===== config.mk =====
export PLATFORM = sky130hd
export DESIGN_NAME = usa_core
export DESIGN_NICKNAME = d
export VERILOG_FILES = /design/src/shared/usa_pkg.sv /design/src/design/usa_core.sv
export SDC_FILE = /design/constraint.sdc
export NUM_CORES = 1
export LEC_CHECK = 0
export BUFFER_PORTS_ARGS = -buffer_cell sky130_fd_sc_hd__buf_2
export CAP_MARGIN = 20
export CORE_AREA = 2 2 137 139
export CTS_CLUSTER_SIZE = 16
export DETAILED_ROUTE_END_ITERATION = 10
export DIE_AREA = 0 0 139 141
export SLEW_MARGIN = 20
export SYNTH_ARGS = -nofsm -noshare
export SYNTH_HDL_FRONTEND = slang
export SYNTH_SLANG_ARGS = --single-unit

===== constraint.sdc =====
create_clock -name I_CORE_CLK -period 3.3 [get_ports I_CORE_CLK]
set_input_delay 0.33 -clock I_CORE_CLK [delete_from_list [all_inputs] [get_ports I_CORE_CLK]]
set_output_delay 0.33 -clock I_CORE_CLK [all_outputs]
set_load 0.01 [all_outputs]

===== src/shared/usa_pkg.sv =====
// Purpose: shared constants and types of the serial port block
// Assumes: register index is the printed offset, byte address is index times four
// Notes:   bit positions are plain ints, reset values are sized to their registers
package usa_pkg;

	// ----------------------------------------------------------------
	// register indices (byte address = index * 4)
	// ----------------------------------------------------------------
	localparam logic [7:0] IDX_INT_CTL  = 8'h0B;
	localparam logic [7:0] IDX_PER_FLAG = 8'h0C;
	localparam logic [7:0] IDX_RX_STAT  = 8'h18;
	localparam logic [7:0] IDX_TX_BUF   = 8'h19;
	localparam logic [7:0] IDX_RX_BUF   = 8'h1A;
	localparam logic [7:0] IDX_PER_EN   = 8'h8C;
	localparam logic [7:0] IDX_TX_STAT  = 8'h98;
	localparam logic [7:0] IDX_BAUD     = 8'h99;

	// ----------------------------------------------------------------
	// field positions
	// ----------------------------------------------------------------
	localparam int TS_CLK_SRC   = 7;
	localparam int TS_NINE      = 6;
	localparam int TS_TX_EN     = 5;
	localparam int TS_SYNC      = 4;
	localparam int TS_HIGH_SPD  = 2;
	localparam int TS_SH_EMPTY  = 1;
	localparam int TS_NINTH     = 0;
	localparam int RS_PORT_EN   = 7;
	localparam int RS_NINE      = 6;
	localparam int RS_CONT_EN   = 4;
	localparam int RS_FRAME_ERR = 2;
	localparam int RS_OVERRUN   = 1;
	localparam int RS_NINTH     = 0;
	localparam int PF_RX_READY  = 5;
	localparam int PF_TX_EMPTY  = 4;
	localparam int IC_GLOBAL_EN = 7;
	localparam int IC_PERIPH_EN = 6;

	// ----------------------------------------------------------------
	// reset values
	// ----------------------------------------------------------------
	localparam logic [7:0] RST_TX_STAT = 8'h02;
	localparam logic [7:0] RST_OTHER   = 8'h00;

	// ----------------------------------------------------------------
	// timing: base tick every divisor+1 clocks, four base ticks per
	// slow oversample tick, sixteen oversample ticks per async bit
	// ----------------------------------------------------------------
	localparam logic [1:0] BRG_LAST_PHASE = 2'h3;
	localparam logic [3:0] OS_LAST        = 4'hF;
	localparam logic [3:0] OS_SAMPLE_A    = 4'h7;
	localparam logic [3:0] OS_SAMPLE_C    = 4'h9;
	localparam logic [3:0] OS_DECIDE      = 4'hA;
	localparam logic [3:0] TX_BITS_A8     = 4'h9;
	localparam logic [3:0] TX_BITS_A9     = 4'hA;
	localparam logic [3:0] TX_BITS_S8     = 4'h7;
	localparam logic [3:0] TX_BITS_S9     = 4'h8;
	localparam logic [3:0] RX_DATA_8      = 4'h8;
	localparam logic [3:0] RX_DATA_9      = 4'h9;
	localparam logic [1:0] FIFO_FULL      = 2'h2;

	typedef enum logic {TX_IDLE, TX_SHIFT} usa_tx_t;
	typedef enum logic {RX_IDLE, RX_BITS} usa_rx_t;

endpackage


===== src/design/usa_core.sv =====
// Purpose: serial port with baud generator, async transmit/receive and sync slave transmit
// Assumes: I_CORE_CLK is the oscillator, APB slave with no wait states
// Notes:   pins are split into input, output and active-low output enable
//
// Functional notes
// [RL1] baud is osc over 64, 16 or 4 times divisor+1
// [RL2] frame: start, eight or nine data, stop
// [RL3] least significant bit first, shared format
// [RL4] sync bit clear selects asynchronous operation
// [RL5] asynchronous activity halts during sleep
// [RL6] shifter reloads only after stop bit, one cycle
// [RL7] buffer-empty flag set by hardware, cleared by write
// [RL8] shifter-empty status bit is read only
// [RL9] send needs enable, data and shift clock
// [RL10] clearing transmit enable aborts and releases pin
// [RL11] nine-bit mode; ninth bit written before data
// [RL12] continuous receive enable starts async reception
// [RL13] receive line oversampled sixteen times per bit
// [RL14] stop bit moves word to buffer, sets ready
// [RL15] receive buffer is a two-entry fifo
// [RL16] overrun on full fifo, blocks further transfers
// [RL17] overrun cleared by toggling continuous receive enable
// [RL18] framing error and ninth bit stored per entry
// [RL19] software reads status before reading buffer
// [RL20] clock source clear selects external shift clock
// [RL21] queued second word waits, flag sets on move
// [RL22] software follows slave transmit setup order
// [RL23] divisor write restarts the baud generator
// [RL24] three samples per bit, majority vote
// [RL25] speed select ignored in synchronous mode
// [RL26] start on falling edge, sample bit centre
// [RL27] transmit pin idles high between characters
`timescale 1ns/100ps
module usa_core (
	input  wire logic        I_CORE_CLK,
	input  wire logic        I_RST,
	input  wire logic        I_PSEL,
	input  wire logic        I_PENABLE,
	input  wire logic        I_PWRITE,
	input  wire logic [11:0] I_PADDR,
	input  wire logic [31:0] I_PWDATA,
	output logic      [31:0] O_PRDATA,
	output logic             O_PREADY,
	output logic             O_PSLVERR,
	input  wire logic        I_SLEEP,
	input  wire logic        I_TXCK_IN,
	output logic             O_TXCK_OUT,
	output logic             O_TXCK_OE_N,
	input  wire logic        I_RXDT_IN,
	output logic             O_RXDT_OUT,
	output logic             O_RXDT_OE_N,
	output logic             O_WAKE,
	output logic             O_IRQ
);

	// ----------------------------------------------------------------
	// state
	// ----------------------------------------------------------------
	typedef struct packed {
		logic              pready;
		logic              pslverr;
		logic [31:0]       prdata;
		logic [7:0]        int_ctl;
		logic [7:0]        per_en;
		logic [7:0]        rx_stat;
		logic [7:0]        tx_stat;
		logic [7:0]        baud;
		logic [7:0]        tx_buf;
		logic              tx_full;
		logic              tx_flag;
		logic              tx_en_d;
		usa_pkg::usa_tx_t  tx_st;
		logic [10:0]       transmit_shifter;
		logic [3:0]        tx_cnt;
		logic [3:0]        tx_os;
		logic [7:0]        brg_cnt;
		logic [1:0]        brg_ph;
		logic              os_tick;
		logic              ck_s1;
		logic              ck_s2;
		logic              ck_s3;
		logic              dt_s1;
		logic              dt_s2;
		usa_pkg::usa_rx_t  rx_st;
		logic [3:0]        rx_os;
		logic [3:0]        rx_cnt;
		logic [2:0]        smp;
		logic [8:0]        receive_shifter;
		logic              rx_prev;
		logic [1:0][9:0]   fifo;
		logic [1:0]        f_cnt;
		logic              f_rd;
		logic              overrun_error;
		logic              wake;
		logic              irq;
		logic              txck_o;
		logic              txck_oe_n;
		logic              dt_o;
		logic              dt_oe_n;
	} usa_state_t;

	usa_state_t q;
	usa_state_t nxt_q;
	logic [7:0] a_idx;
	logic       a_hit;
	logic       a_setup;
	logic       a_wr;
	logic       a_rd;
	logic       ld;
	logic       push;

	// majority of three samples
	function automatic logic usa_maj(input logic [2:0] s);
		usa_maj = (s[0] & s[1]) | (s[1] & s[2]) | (s[0] & s[2]);
	endfunction

	// index is mapped when it names one of the eight registers
	function automatic logic usa_mapped(input logic [7:0] i);
		usa_mapped = (i == usa_pkg::IDX_INT_CTL) || (i == usa_pkg::IDX_PER_FLAG) ||
			(i == usa_pkg::IDX_RX_STAT) || (i == usa_pkg::IDX_TX_BUF) ||
			(i == usa_pkg::IDX_RX_BUF) || (i == usa_pkg::IDX_PER_EN) ||
			(i == usa_pkg::IDX_TX_STAT) || (i == usa_pkg::IDX_BAUD);
	endfunction

	// ----------------------------------------------------------------
	// apb decode
	// ----------------------------------------------------------------
	// writes and pops happen only at the completing access edge
	assign a_idx   = I_PADDR[9:2];
	assign a_hit   = (I_PADDR[1:0] == 2'h0) && (I_PADDR[11:10] == 2'h0) && usa_mapped(a_idx);
	assign a_setup = I_PSEL && !I_PENABLE;
	assign a_wr    = I_PSEL && I_PENABLE && q.pready && I_PWRITE && a_hit;
	assign a_rd    = I_PSEL && I_PENABLE && q.pready && !I_PWRITE && a_hit;

	// ----------------------------------------------------------------
	// next state
	// ----------------------------------------------------------------
	always_comb begin
		logic       sync;
		logic       slave;
		logic       halt;
		logic       run;
		logic       ren;
		logic       tick;
		logic       base;
		logic       adv;
		logic       last;
		logic       txd;
		logic       bitv;
		logic       ck_fall;
		logic [7:0] rdv;
		logic [9:0] entry;
		logic [3:0] nbits;
		sync    = q.tx_stat[usa_pkg::TS_SYNC];
		slave   = sync && !q.tx_stat[usa_pkg::TS_CLK_SRC];
		halt    = I_SLEEP && !slave;
		run     = q.rx_stat[usa_pkg::RS_PORT_EN] && q.tx_stat[usa_pkg::TS_TX_EN];
		ren     = q.rx_stat[usa_pkg::RS_PORT_EN] && q.rx_stat[usa_pkg::RS_CONT_EN] && !sync;
		tick    = q.os_tick;
		base    = 1'b0;
		adv     = 1'b0;
		bitv    = 1'b0;
		last    = 1'b0;
		txd     = 1'b1;
		ck_fall = q.ck_s3 && !q.ck_s2;
		rdv     = 8'h00;
		ld      = 1'b0;
		push    = 1'b0;
		nbits   = q.rx_stat[usa_pkg::RS_NINE] ? usa_pkg::RX_DATA_9 : usa_pkg::RX_DATA_8;
		entry   = 10'h000;
		nxt_q   = q;

		// read mux, captured in the setup cycle so prdata is a flop
		if (a_idx == usa_pkg::IDX_INT_CTL) begin
			rdv = q.int_ctl;
		end else if (a_idx == usa_pkg::IDX_PER_FLAG) begin
			rdv[usa_pkg::PF_RX_READY] = (q.f_cnt != 2'h0);
			rdv[usa_pkg::PF_TX_EMPTY] = q.tx_flag;
		end else if (a_idx == usa_pkg::IDX_RX_STAT) begin
			rdv = q.rx_stat;
			rdv[usa_pkg::RS_FRAME_ERR] = (q.f_cnt != 2'h0) && q.fifo[q.f_rd][9]; // RL18
			rdv[usa_pkg::RS_OVERRUN]   = q.overrun_error;
			rdv[usa_pkg::RS_NINTH]     = (q.f_cnt != 2'h0) && q.fifo[q.f_rd][8];
		end else if (a_idx == usa_pkg::IDX_TX_BUF) begin
			rdv = q.tx_buf;
		end else if (a_idx == usa_pkg::IDX_RX_BUF) begin
			rdv = q.fifo[q.f_rd][7:0];
		end else if (a_idx == usa_pkg::IDX_PER_EN) begin
			rdv = q.per_en;
		end else if (a_idx == usa_pkg::IDX_TX_STAT) begin
			rdv = q.tx_stat;
			rdv[usa_pkg::TS_SH_EMPTY] = (q.tx_st == usa_pkg::TX_IDLE); // RL8
		end else if (a_idx == usa_pkg::IDX_BAUD) begin
			rdv = q.baud;
		end
		nxt_q.pready  = a_setup;
		nxt_q.pslverr = a_setup && !a_hit;
		nxt_q.prdata  = (a_setup && !I_PWRITE && a_hit) ? {24'h000000, rdv} : 32'h00000000;

		// register writes; status bits are never stored from the bus
		if (a_wr) begin
			if (a_idx == usa_pkg::IDX_INT_CTL) begin
				nxt_q.int_ctl = I_PWDATA[7:0];
			end else if (a_idx == usa_pkg::IDX_RX_STAT) begin
				nxt_q.rx_stat = {I_PWDATA[7:3], 3'h0};
			end else if (a_idx == usa_pkg::IDX_TX_BUF) begin
				nxt_q.tx_buf = I_PWDATA[7:0];
			end else if (a_idx == usa_pkg::IDX_PER_EN) begin
				nxt_q.per_en = I_PWDATA[7:0];
			end else if (a_idx == usa_pkg::IDX_TX_STAT) begin
				nxt_q.tx_stat = {I_PWDATA[7:4], 1'b0, I_PWDATA[2], 1'b0, I_PWDATA[0]};
			end else if (a_idx == usa_pkg::IDX_BAUD) begin
				nxt_q.baud = I_PWDATA[7:0];
			end
		end

		// baud generator: divisor write restarts it at once
		if (a_wr && a_idx == usa_pkg::IDX_BAUD) begin
			nxt_q.brg_cnt = 8'h00; // RL23
			nxt_q.brg_ph  = 2'h0;
		end else if (q.brg_cnt == q.baud) begin
			nxt_q.brg_cnt = 8'h00;
			nxt_q.brg_ph  = q.brg_ph + 2'h1;
			base          = 1'b1;
		end else begin
			nxt_q.brg_cnt = q.brg_cnt + 8'h01;
		end
		// high speed skips the divide by four, but only when asynchronous
		nxt_q.os_tick = base && ((q.tx_stat[usa_pkg::TS_HIGH_SPD] && !sync) || // RL1 RL25
			q.brg_ph == usa_pkg::BRG_LAST_PHASE);

		// pin synchronisers
		nxt_q.ck_s1 = I_TXCK_IN;
		nxt_q.ck_s2 = q.ck_s1;
		nxt_q.ck_s3 = q.ck_s2;
		nxt_q.dt_s1 = I_RXDT_IN;
		nxt_q.dt_s2 = q.dt_s1;

		// transmit shifter advance: 16 ticks per async bit, one tick per sync master bit, one clock fall per slave bit
		case (q.tx_st)
			usa_pkg::TX_SHIFT: begin
				if (!halt) begin // RL5
					if (!sync) begin
						if (tick) begin
							nxt_q.tx_os = q.tx_os + 4'h1;
							adv         = (q.tx_os == usa_pkg::OS_LAST);
						end
					end else if (slave) begin
						adv = ck_fall; // RL20
					end else begin
						adv = tick;
					end
				end
			end
			default: begin
				adv = 1'b0;
			end
		endcase
		last = adv && (q.tx_cnt == 4'h0);
		if (adv) begin
			nxt_q.transmit_shifter    = {1'b1, q.transmit_shifter[10:1]}; // RL3
			nxt_q.tx_cnt = q.tx_cnt - 4'h1;
		end
		if (last) begin
			nxt_q.tx_st = usa_pkg::TX_IDLE; // RL6
		end

		// reload straight after the stop bit, or from idle on a tick, at once in slave mode
		ld = q.tx_full && run && !halt && (last || (q.tx_st == usa_pkg::TX_IDLE && (slave || tick))); // RL9 RL21
		if (ld) begin
			nxt_q.tx_st = usa_pkg::TX_SHIFT;
			nxt_q.tx_os = 4'h0;
			// ninth bit is taken at transfer time, so it must be written first
			if (sync) begin
				nxt_q.transmit_shifter    = {2'h3, q.tx_stat[usa_pkg::TS_NINE] ? q.tx_stat[usa_pkg::TS_NINTH] : 1'b1, q.tx_buf};
				nxt_q.tx_cnt = q.tx_stat[usa_pkg::TS_NINE] ? usa_pkg::TX_BITS_S9 : usa_pkg::TX_BITS_S8;
			end else begin
				nxt_q.transmit_shifter    = {1'b1, q.tx_stat[usa_pkg::TS_NINE] ? q.tx_stat[usa_pkg::TS_NINTH] : 1'b1, // RL11
					q.tx_buf, 1'b0}; // RL2
				nxt_q.tx_cnt = q.tx_stat[usa_pkg::TS_NINE] ? usa_pkg::TX_BITS_A9 : usa_pkg::TX_BITS_A8;
			end
		end
		if (!run) begin
			nxt_q.tx_st = usa_pkg::TX_IDLE; // RL10
			nxt_q.transmit_shifter   = 11'h7FF;
			nxt_q.tx_os = 4'h0;
		end

		// buffer flag: set on transfer or enable rise, write clears, set wins
		nxt_q.tx_en_d = q.tx_stat[usa_pkg::TS_TX_EN];
		nxt_q.tx_full = (q.tx_full && !ld) || (a_wr && a_idx == usa_pkg::IDX_TX_BUF);
		if (ld || (q.tx_stat[usa_pkg::TS_TX_EN] && !q.tx_en_d)) begin
			nxt_q.tx_flag = 1'b1; // RL7
		end else if (a_wr && a_idx == usa_pkg::IDX_TX_BUF) begin
			nxt_q.tx_flag = 1'b0;
		end

		// pins: async uses the clock pin for data; sync puts data on the data pin
		txd = (q.tx_st == usa_pkg::TX_SHIFT) ? q.transmit_shifter[0] : 1'b1; // RL27
		if (!sync) begin // RL4
			nxt_q.txck_o    = txd;
			nxt_q.txck_oe_n = !run;
			nxt_q.dt_o      = 1'b1;
			nxt_q.dt_oe_n   = 1'b1;
		end else begin
			nxt_q.txck_o    = q.brg_ph[1];
			nxt_q.txck_oe_n = !(q.rx_stat[usa_pkg::RS_PORT_EN] && q.tx_stat[usa_pkg::TS_CLK_SRC]);
			nxt_q.dt_o      = txd;
			nxt_q.dt_oe_n   = !run;
		end

		// fifo pop on a receive buffer read
		if (a_rd && a_idx == usa_pkg::IDX_RX_BUF && q.f_cnt != 2'h0) begin
			nxt_q.f_rd  = !q.f_rd; // RL15
			nxt_q.f_cnt = q.f_cnt - 2'h1;
		end

		// receiver: three centre samples per bit, majority decides
		if (!ren) begin
			nxt_q.rx_st   = usa_pkg::RX_IDLE;
			nxt_q.overrun_error    = 1'b0; // RL17
			nxt_q.rx_prev = 1'b1;
		end else if (!halt && tick) begin // RL12 RL13
			case (q.rx_st)
				usa_pkg::RX_IDLE: begin
					nxt_q.rx_prev = q.dt_s2;
					if (q.rx_prev && !q.dt_s2) begin
						nxt_q.rx_st  = usa_pkg::RX_BITS; // RL26
						nxt_q.rx_os  = 4'h1;
						nxt_q.rx_cnt = 4'h0;
					end
				end
				default: begin
					nxt_q.rx_os = q.rx_os + 4'h1;
					if (q.rx_os >= usa_pkg::OS_SAMPLE_A && q.rx_os <= usa_pkg::OS_SAMPLE_C) begin
						nxt_q.smp = {q.smp[1:0], q.dt_s2}; // RL24
					end
					if (q.rx_os == usa_pkg::OS_DECIDE) begin
						bitv = usa_maj(q.smp);
						if (q.rx_cnt == 4'h0) begin
							if (bitv) begin
								nxt_q.rx_st   = usa_pkg::RX_IDLE;
								nxt_q.rx_prev = q.dt_s2;
							end
						end else if (q.rx_cnt <= nbits) begin
							nxt_q.receive_shifter = {bitv, q.receive_shifter[8:1]}; // RL3
						end else begin
							push          = 1'b1; // RL14
							nxt_q.rx_st   = usa_pkg::RX_IDLE;
							nxt_q.rx_prev = q.dt_s2;
						end
					end
					if (q.rx_os == usa_pkg::OS_LAST) begin
						nxt_q.rx_cnt = q.rx_cnt + 4'h1;
					end
				end
			endcase
		end

		// push with framing error and ninth bit beside the data
		entry = q.rx_stat[usa_pkg::RS_NINE] ? {!bitv, q.receive_shifter} : {!bitv, 1'b0, q.receive_shifter[8:1]}; // RL18
		if (push && !q.overrun_error) begin // RL16
			if (nxt_q.f_cnt == usa_pkg::FIFO_FULL) begin
				nxt_q.overrun_error = 1'b1;
			end else begin
				nxt_q.fifo[nxt_q.f_rd ^ nxt_q.f_cnt[0]] = entry;
				nxt_q.f_cnt = nxt_q.f_cnt + 2'h1;
			end
		end

		// wake request and gated interrupt
		nxt_q.wake = (q.tx_flag && q.per_en[usa_pkg::PF_TX_EMPTY]) ||
			((q.f_cnt != 2'h0) && q.per_en[usa_pkg::PF_RX_READY]);
		nxt_q.irq = nxt_q.wake && q.int_ctl[usa_pkg::IC_GLOBAL_EN] && q.int_ctl[usa_pkg::IC_PERIPH_EN]; // RL21
	end

	// ----------------------------------------------------------------
	// state register
	// ----------------------------------------------------------------
	always_ff @(posedge I_CORE_CLK) begin
		if (I_RST) begin
			q           <= '0;
			q.int_ctl   <= usa_pkg::RST_OTHER;
			q.tx_stat   <= usa_pkg::RST_TX_STAT;
			q.transmit_shifter       <= 11'h7FF;
			q.rx_prev   <= 1'b1;
			q.txck_o    <= 1'b1;
			q.txck_oe_n <= 1'b1;
			q.dt_o      <= 1'b1;
			q.dt_oe_n   <= 1'b1;
		end else begin
			q <= nxt_q;
		end
	end

	assign O_PRDATA    = q.prdata;
	assign O_PREADY    = q.pready;
	assign O_PSLVERR   = q.pslverr;
	assign O_TXCK_OUT  = q.txck_o;
	assign O_TXCK_OE_N = q.txck_oe_n;
	assign O_RXDT_OUT  = q.dt_o;
	assign O_RXDT_OE_N = q.dt_oe_n;
	assign O_WAKE      = q.wake;
	assign O_IRQ       = q.irq;
endmodule


Yosys cells after proc, flatten, opt, wreduce, memory -nomap -nowiden
Index checks and enable logic that the tools add are counted.
{"block": "word_totals", "reg_bits": 169, "inputBits": 52, "output_inout_bits": 40, "wordCells": 261}
{"block": "classes", "n_addsub": 8, "n_lt_le_gt_ge": 6, "n_eq_ne": 18, "muxes": 67, "bitwise": 19, "n_reduce_logical": 101}
{"op": "8-bit 2-to-1 mux", "count": 7}
{"op": "1-bit logical AND", "count": 43}
{"op": "1-bit 2-to-1 mux", "count": 35}
{"op": "4-bit 2-to-1 mux", "count": 8}
{"op": "10-bit 2-to-1 mux", "count": 3}
{"op": "9-bit 2-to-1 mux", "count": 3}
{"op": "8-bit by 5-bit == test with 1-bit output, second input constant", "count": 3}
{"op": "8-bit == test, second input constant", "count": 3}
{"op": "20-bit bitwise mux", "count": 1}
{"op": "20-bit 2-to-1 mux", "count": 1}
{"op": "4-bit AND reduction", "count": 5}
{"op": "8-bit by 4-bit == test with 1-bit output, second input constant", "count": 2}
{"op": "1-bit zero test", "count": 16}
{"op": "15-bit 2-to-1 mux", "count": 1}
{"op": "14-bit 2-to-1 mux", "count": 1}
{"op": "1-bit logical OR", "count": 13}
{"op": "1-bit NOT", "count": 13}
{"op": "4-bit by 1-bit adder with 4-bit output, second input constant", "count": 3}
{"op": "4-bit == test, second input constant", "count": 3}
{"op": "6-bit AND reduction", "count": 2}
{"op": "10-bit demux with 1-bit select", "count": 1}
{"op": "2-bit 2-to-1 mux", "count": 5}
{"op": "2-bit nonzero test", "count": 5}
{"op": "2-bit OR reduction", "count": 5}
{"op": "24 further kinds", "count": 37}

Logic depth before layout (Yosys ltp)
{"block": "logic_depth", "word_depth": 19, "ltp_mapped": 13}

Worst setup path before layout
OpenSTA, ideal clock, no wires.
{"block": "synth_timing", "kind": "input -> register", "from": "input I_PADDR[4]", "to": "register q[10] in the netlist's numbering", "arrival_time_ns": 2.490, "required_ns": 3.172, "path_slack_ns": 0.682, "cell_stages": 12, "path_cell_list": "clkbuf_1 -> nor3b_1 -> nand3_1 -> nor4_4 -> nor2_1 -> a21oi_1 -> ha_1 -> nor2_1 -> nand3_1 -> buf_2 -> mux2i_1 -> nor2_1"}
{"block": "synth_between", "elab_chain_cells": 19}
{"element": "start, declared", "line": "usa_core.sv:40", "text": "input wire logic [11:0] I_PADDR,"}
{"element": "8-bit by 4-bit == test with 1-bit output", "line": "usa_core.sv:119", "text": "usa_mapped = (i == usa_pkg::IDX_INT_CTL) || (i == usa_pkg::IDX_PER_FLAG) ||"}
{"element": "1-bit logical OR (2 in series)", "line": "usa_core.sv:119"}
{"element": "1-bit logical OR (2 in series)", "line": "usa_core.sv:120", "text": "(i == usa_pkg::IDX_RX_STAT) || (i == usa_pkg::IDX_TX_BUF) ||"}
{"element": "1-bit logical OR (2 in series)", "line": "usa_core.sv:121", "text": "(i == usa_pkg::IDX_RX_BUF) || (i == usa_pkg::IDX_PER_EN) ||"}
{"element": "1-bit logical OR", "line": "usa_core.sv:122", "text": "(i == usa_pkg::IDX_TX_STAT) || (i == usa_pkg::IDX_BAUD);"}
{"element": "1-bit logical AND", "line": "usa_core.sv:130", "text": "assign a_hit = (I_PADDR[1:0] == 2'h0) && (I_PADDR[11:10] == 2'h0) && usa_mapped(a_idx);"}
{"element": "1-bit logical AND", "line": "usa_core.sv:133", "text": "assign a_rd = I_PSEL && I_PENABLE && q.pready && !I_PWRITE && a_hit;"}
{"element": "1-bit logical AND * (2 in series)", "line": "usa_core.sv:313", "text": "if (a_rd && a_idx == usa_pkg::IDX_RX_BUF && q.f_cnt != 2'h0) begin"}
{"element": "3-bit 2-to-1 mux *", "line": "usa_core.sv:313"}
{"element": "1-bit XOR", "line": "usa_core.sv:366", "text": "nxt_q.fifo[nxt_q.f_rd ^ nxt_q.f_cnt[0]] = entry;"}
{"element": "1-bit by 2-bit < comparator with 1-bit output (not written as such) / 1-bit greater-or-equal comparator (equally long branches)", "line": "usa_core.sv:366"}
{"element": "1-bit logical AND (not written as such)", "line": "usa_core.sv:366"}
{"element": "10-bit 2-to-1 mux (not written as such)", "line": "usa_core.sv:366"}
{"element": "10-bit demux with 1-bit select", "line": "usa_core.sv:366"}
{"element": "20-bit bitwise mux", "line": "usa_core.sv:366"}
{"element": "end signal, assigned", "line": "usa_core.sv:392", "text": "q <= nxt_q;"}
{"element": "end, declared", "line": "usa_core.sv:102", "text": "usa_state_t q;"}
Mark *: on every way between the ends. The rest lies on a longest branch, timed or not.
A chain may end at the register's enable or synchronous reset.

Worst setup path in the final report
{"block": "layout_timing", "from": "register q[8] in the netlist's numbering", "to": "register q[15] in the netlist's numbering"}
{"block": "layout_between", "elab_chain_cells": 9}
{"element": "parallel branches: the longest is 2 deep, another holds 2-bit by 1-bit subtractor with 2-bit output"}
{"element": "3-bit 2-to-1 mux *", "line": "usa_core.sv:313"}
{"element": "1-bit XOR", "line": "usa_core.sv:366"}
{"element": "1-bit by 2-bit < comparator with 1-bit output (not written as such) / 1-bit greater-or-equal comparator (equally long branches)", "line": "usa_core.sv:366"}
{"element": "1-bit logical AND (not written as such)", "line": "usa_core.sv:366"}
{"element": "10-bit 2-to-1 mux (not written as such)", "line": "usa_core.sv:366"}
{"element": "10-bit demux with 1-bit select", "line": "usa_core.sv:366"}
{"element": "20-bit bitwise mux", "line": "usa_core.sv:366"}
Every way passes the cells marked *.

==> summary.txt <==
Number of endpoints failing setup at the final stage - 0
# nets final - 878
GPL Wtd Cong - 0.875
Final Cell Area - 0.00812 mm^2
Worst-path clk slew - 0.06 ns
Setup TNS - 0 ns
Max Cap Viol - 0
TritonCTS Sinks - 143
GRT Total Usage - 17.9%
Distinct cells, synth - 71
Fill cell count - 1805
RSZ-0062 raised after global routing - no
Switch share - 20.8%
Register bit total from synthesis - 143
R2r startpoint - q[8]$_SDFF_PP0_
DRC - 0
DP HPWL - 12500 um
Post-synth EDFFs - 0
Largest fanout on the critical path - 10
Hold Crit Start - I_RXDT_IN
# IOs - 92
Post-synth top area share - 40.0%
Post-synthesis cell count - 782
Ys flop type - dfxtp_1
DIE HEIGHT - 141 um
Area Growth Syn to Fin - 13.6%
Achievable Freq - 374 MHz
Routed WL per cell - 16.5 um
Worst EP arrival - 2.95 ns
H-tree levels - 4
Synth Warn # - 0
Antenna violations before repair - 0
Antenna cells - 0
Final min period - 2.67 ns
Power share of the clock group - 54.0%
Post-cts resize count - 0
Placed cell areas - 0.00744 mm^2
Avg Cell Area, Syn - 9.14 um^2
Max Slew Vio Count - 0
TritonCTS clock tree - done
Synthesized cell area - 0.00715 mm^2
Lkg Pwr - 0.00325 uW
Fin util - 44.5%
Clock Path Buffers - 2
FFs w/ async S/R, synth - 0%
Post-CTS Hold Buffers - 0
WP data required - 3.58 ns
Post-CTS setup buffer count - 0
Clock root cell - clkbuf_16
Commonest non-fill, non-tap cell in the layout - dfxtp_1
Synth top area cells - dfxtp_1, mux2i_1, nor2_1
Share of layout cells above drive strength 1 - 14.5%
Die area - 0.0196 mm^2
First-pass GRT wire length - 27800 um
Drt pass-1 iters - 5
Cell Pwr Density - 500 mW/mm^2
Core box area - 0.0183 mm^2
Setup CP Type - register to register
Leading area contributor after synthesis - dfxtp_1
Drt total wl - 17500 um
Maximum VDD drop - 0.486 mV
Die width - 139 um
Final Hold Vio Count - 0
Hold WC Path Type - input port to register
Int Power - 3210 uW
Vias in the first global route - 5089
Worst hold stages - 2
Comb power frac - 3.2%
Vias - 5554
Sequential share of power - 42.8%
IO Port Bufs - 43
Final Skew - 0.0100 ns
Status - finished, final reports clean
Starting DRT DRC Count - 528
NetSw - 846 uW
Crit path capture type - register
ANT nets after route - 0
R2r worst-path depth - 13
Commonest non-fill, non-tap cells in the layout - dfxtp_1, nor2_1, mux2i_1
Worst-margin pin slew - 0.710 ns
Post-synthesis sequential area ratio - 40.0%
Num rows - 50
Initial core utilization - 39.1%
Clk Latency, worst-skew pair - 0.42 ns
Crit path launch - q[8]$_SDFF_PP0_
Hold WS - 0.128 ns
Crit path launch type - register
Overflow after GRT - 0
Largest net degree at the start of global routing - 53
Final period util - 81.0%
Total CTS buffers - 17
Routed vias/inst - 5.25
Relative slew slack - 52.2%
routing by layer:
metal / vias to the layer above / global-route usage, % / routed length (um)
met5: - / 0 / 0
met2: 140 / 29.1 / 8120
met3: 13 / 4.18 / 900
met1: 2623 / 24.3 / 8310
li1: 2778 / - / -
met4: 0 / 4.09 / 150
critical path: stages, from the launching register on:
cell and delay, ns:
dfxtp_1 0.43, inv_1 0.10, ha_1 0.26, inv_1 0.13
nand2_1 0.15, nor4_4 0.42, nor2_1 0.07, a21oi_1 0.14
ha_1 0.20, nor2_1 0.06, nand3_1 0.08, buf_4 0.22
mux2i_1 0.22, nor2_1 0.05
cells in the mapped netlist, types with 4 or more instances:
master and instances:
nand2_1 44, nand4_1 9, a22oi_1 4, xnor2_1 16, buf_2 14, a32oi_1 4, nor3_1 10, a31oi_1 10
and3_1 9, clkbuf_1 23, a21oi_1 22, nor2b_1 9, mux2i_1 91, o211ai_1 10, a221oi_1 4, nand2b_1 5
ha_1 16, nand3b_1 5, a21o_1 4, inv_1 22, nor2_1 111, a211oi_1 4, nand3_1 23, or3_1 4
a2111oi_0 11, mux2_2 14, buf_4 34, nor4_1 4, xor2_1 9, dfxtp_1 143, o21ai_0 15, and2_1 12
and4_1 4, o31ai_1 4
power groups by stage:
stage	clock (uW)	combinational, uW	sequential, uW
2_1_floorplan	0	96.4	1770
3_3_place_gp	0	128	1770
3_5_place_dp	0	129	1770
4_1_cts	2240	129	1740
5_1_grt	2320	141	1740
6_report	2190	130	1740
final cells by class:
cell class | instances | area [um^2] | area share (%)
Clock buffer | 19 | 443 | 5.45
Clock inverter | 13 | 233 | 2.87
Inverter | 22 | 82.6 | 1.02
Multi-Input combinational cell | 567 | 3870 | 47.7
Sequential cell | 143 | 2860 | 35.2
Tap cell | 234 | 293 | 3.60
Timing Repair Buffer | 59 | 338 | 4.16
cells by family (layout without fill, tap and decap cells):
group	count (synthesis)	in the layout	share of synthesized area (%)
multiplexers	105	105	14.9
flip-flops	143	143	40.0
buffers and inverters	95	113	7.02
AO/OA/AOI/OAI	115	115	11.4
other	1	24	0.0525
adder cells (fa/ha/maj)	18	18	3.08
XOR/XNOR	25	25	3.06
AND/OR/NAND/NOR	280	280	20.4
final timing paths:
check	slack, ns	endpoint
worst min register to register	0.45	q[52]$_SDFF_PP0_
worst min-delay path	0.13	nxt_q[52]$_SDFF_PP0_
worst max-delay path	0.63	q[15]$_SDFFE_PP0P_
worst max register to register	0.63	q[15]$_SDFFE_PP0P_
sequential cells by signal (all words and copies together), names as in the netlist:
signal	count
q	123
O_PRDATA	8
nxt_q	4
O_IRQ	1
O_PREADY	1
O_PSLVERR	1
O_RXDT_OE_N	1
O_RXDT_OUT	1
O_TXCK_OE_N	1
O_TXCK_OUT	1
O_WAKE	1
stage by stage:
step,worst slack (ns),cells,total power (uW)
3_3_place_gp,0.605,1024,1900
3_5_place_dp,0.567,1024,1900
5_1_grt,0.438,1057,4190
4_1_cts,0.634,1056,4110
6_report,0.627,1057,4060
2_1_floorplan,0.682,805,1870
(Power assumes the default switching activity.)
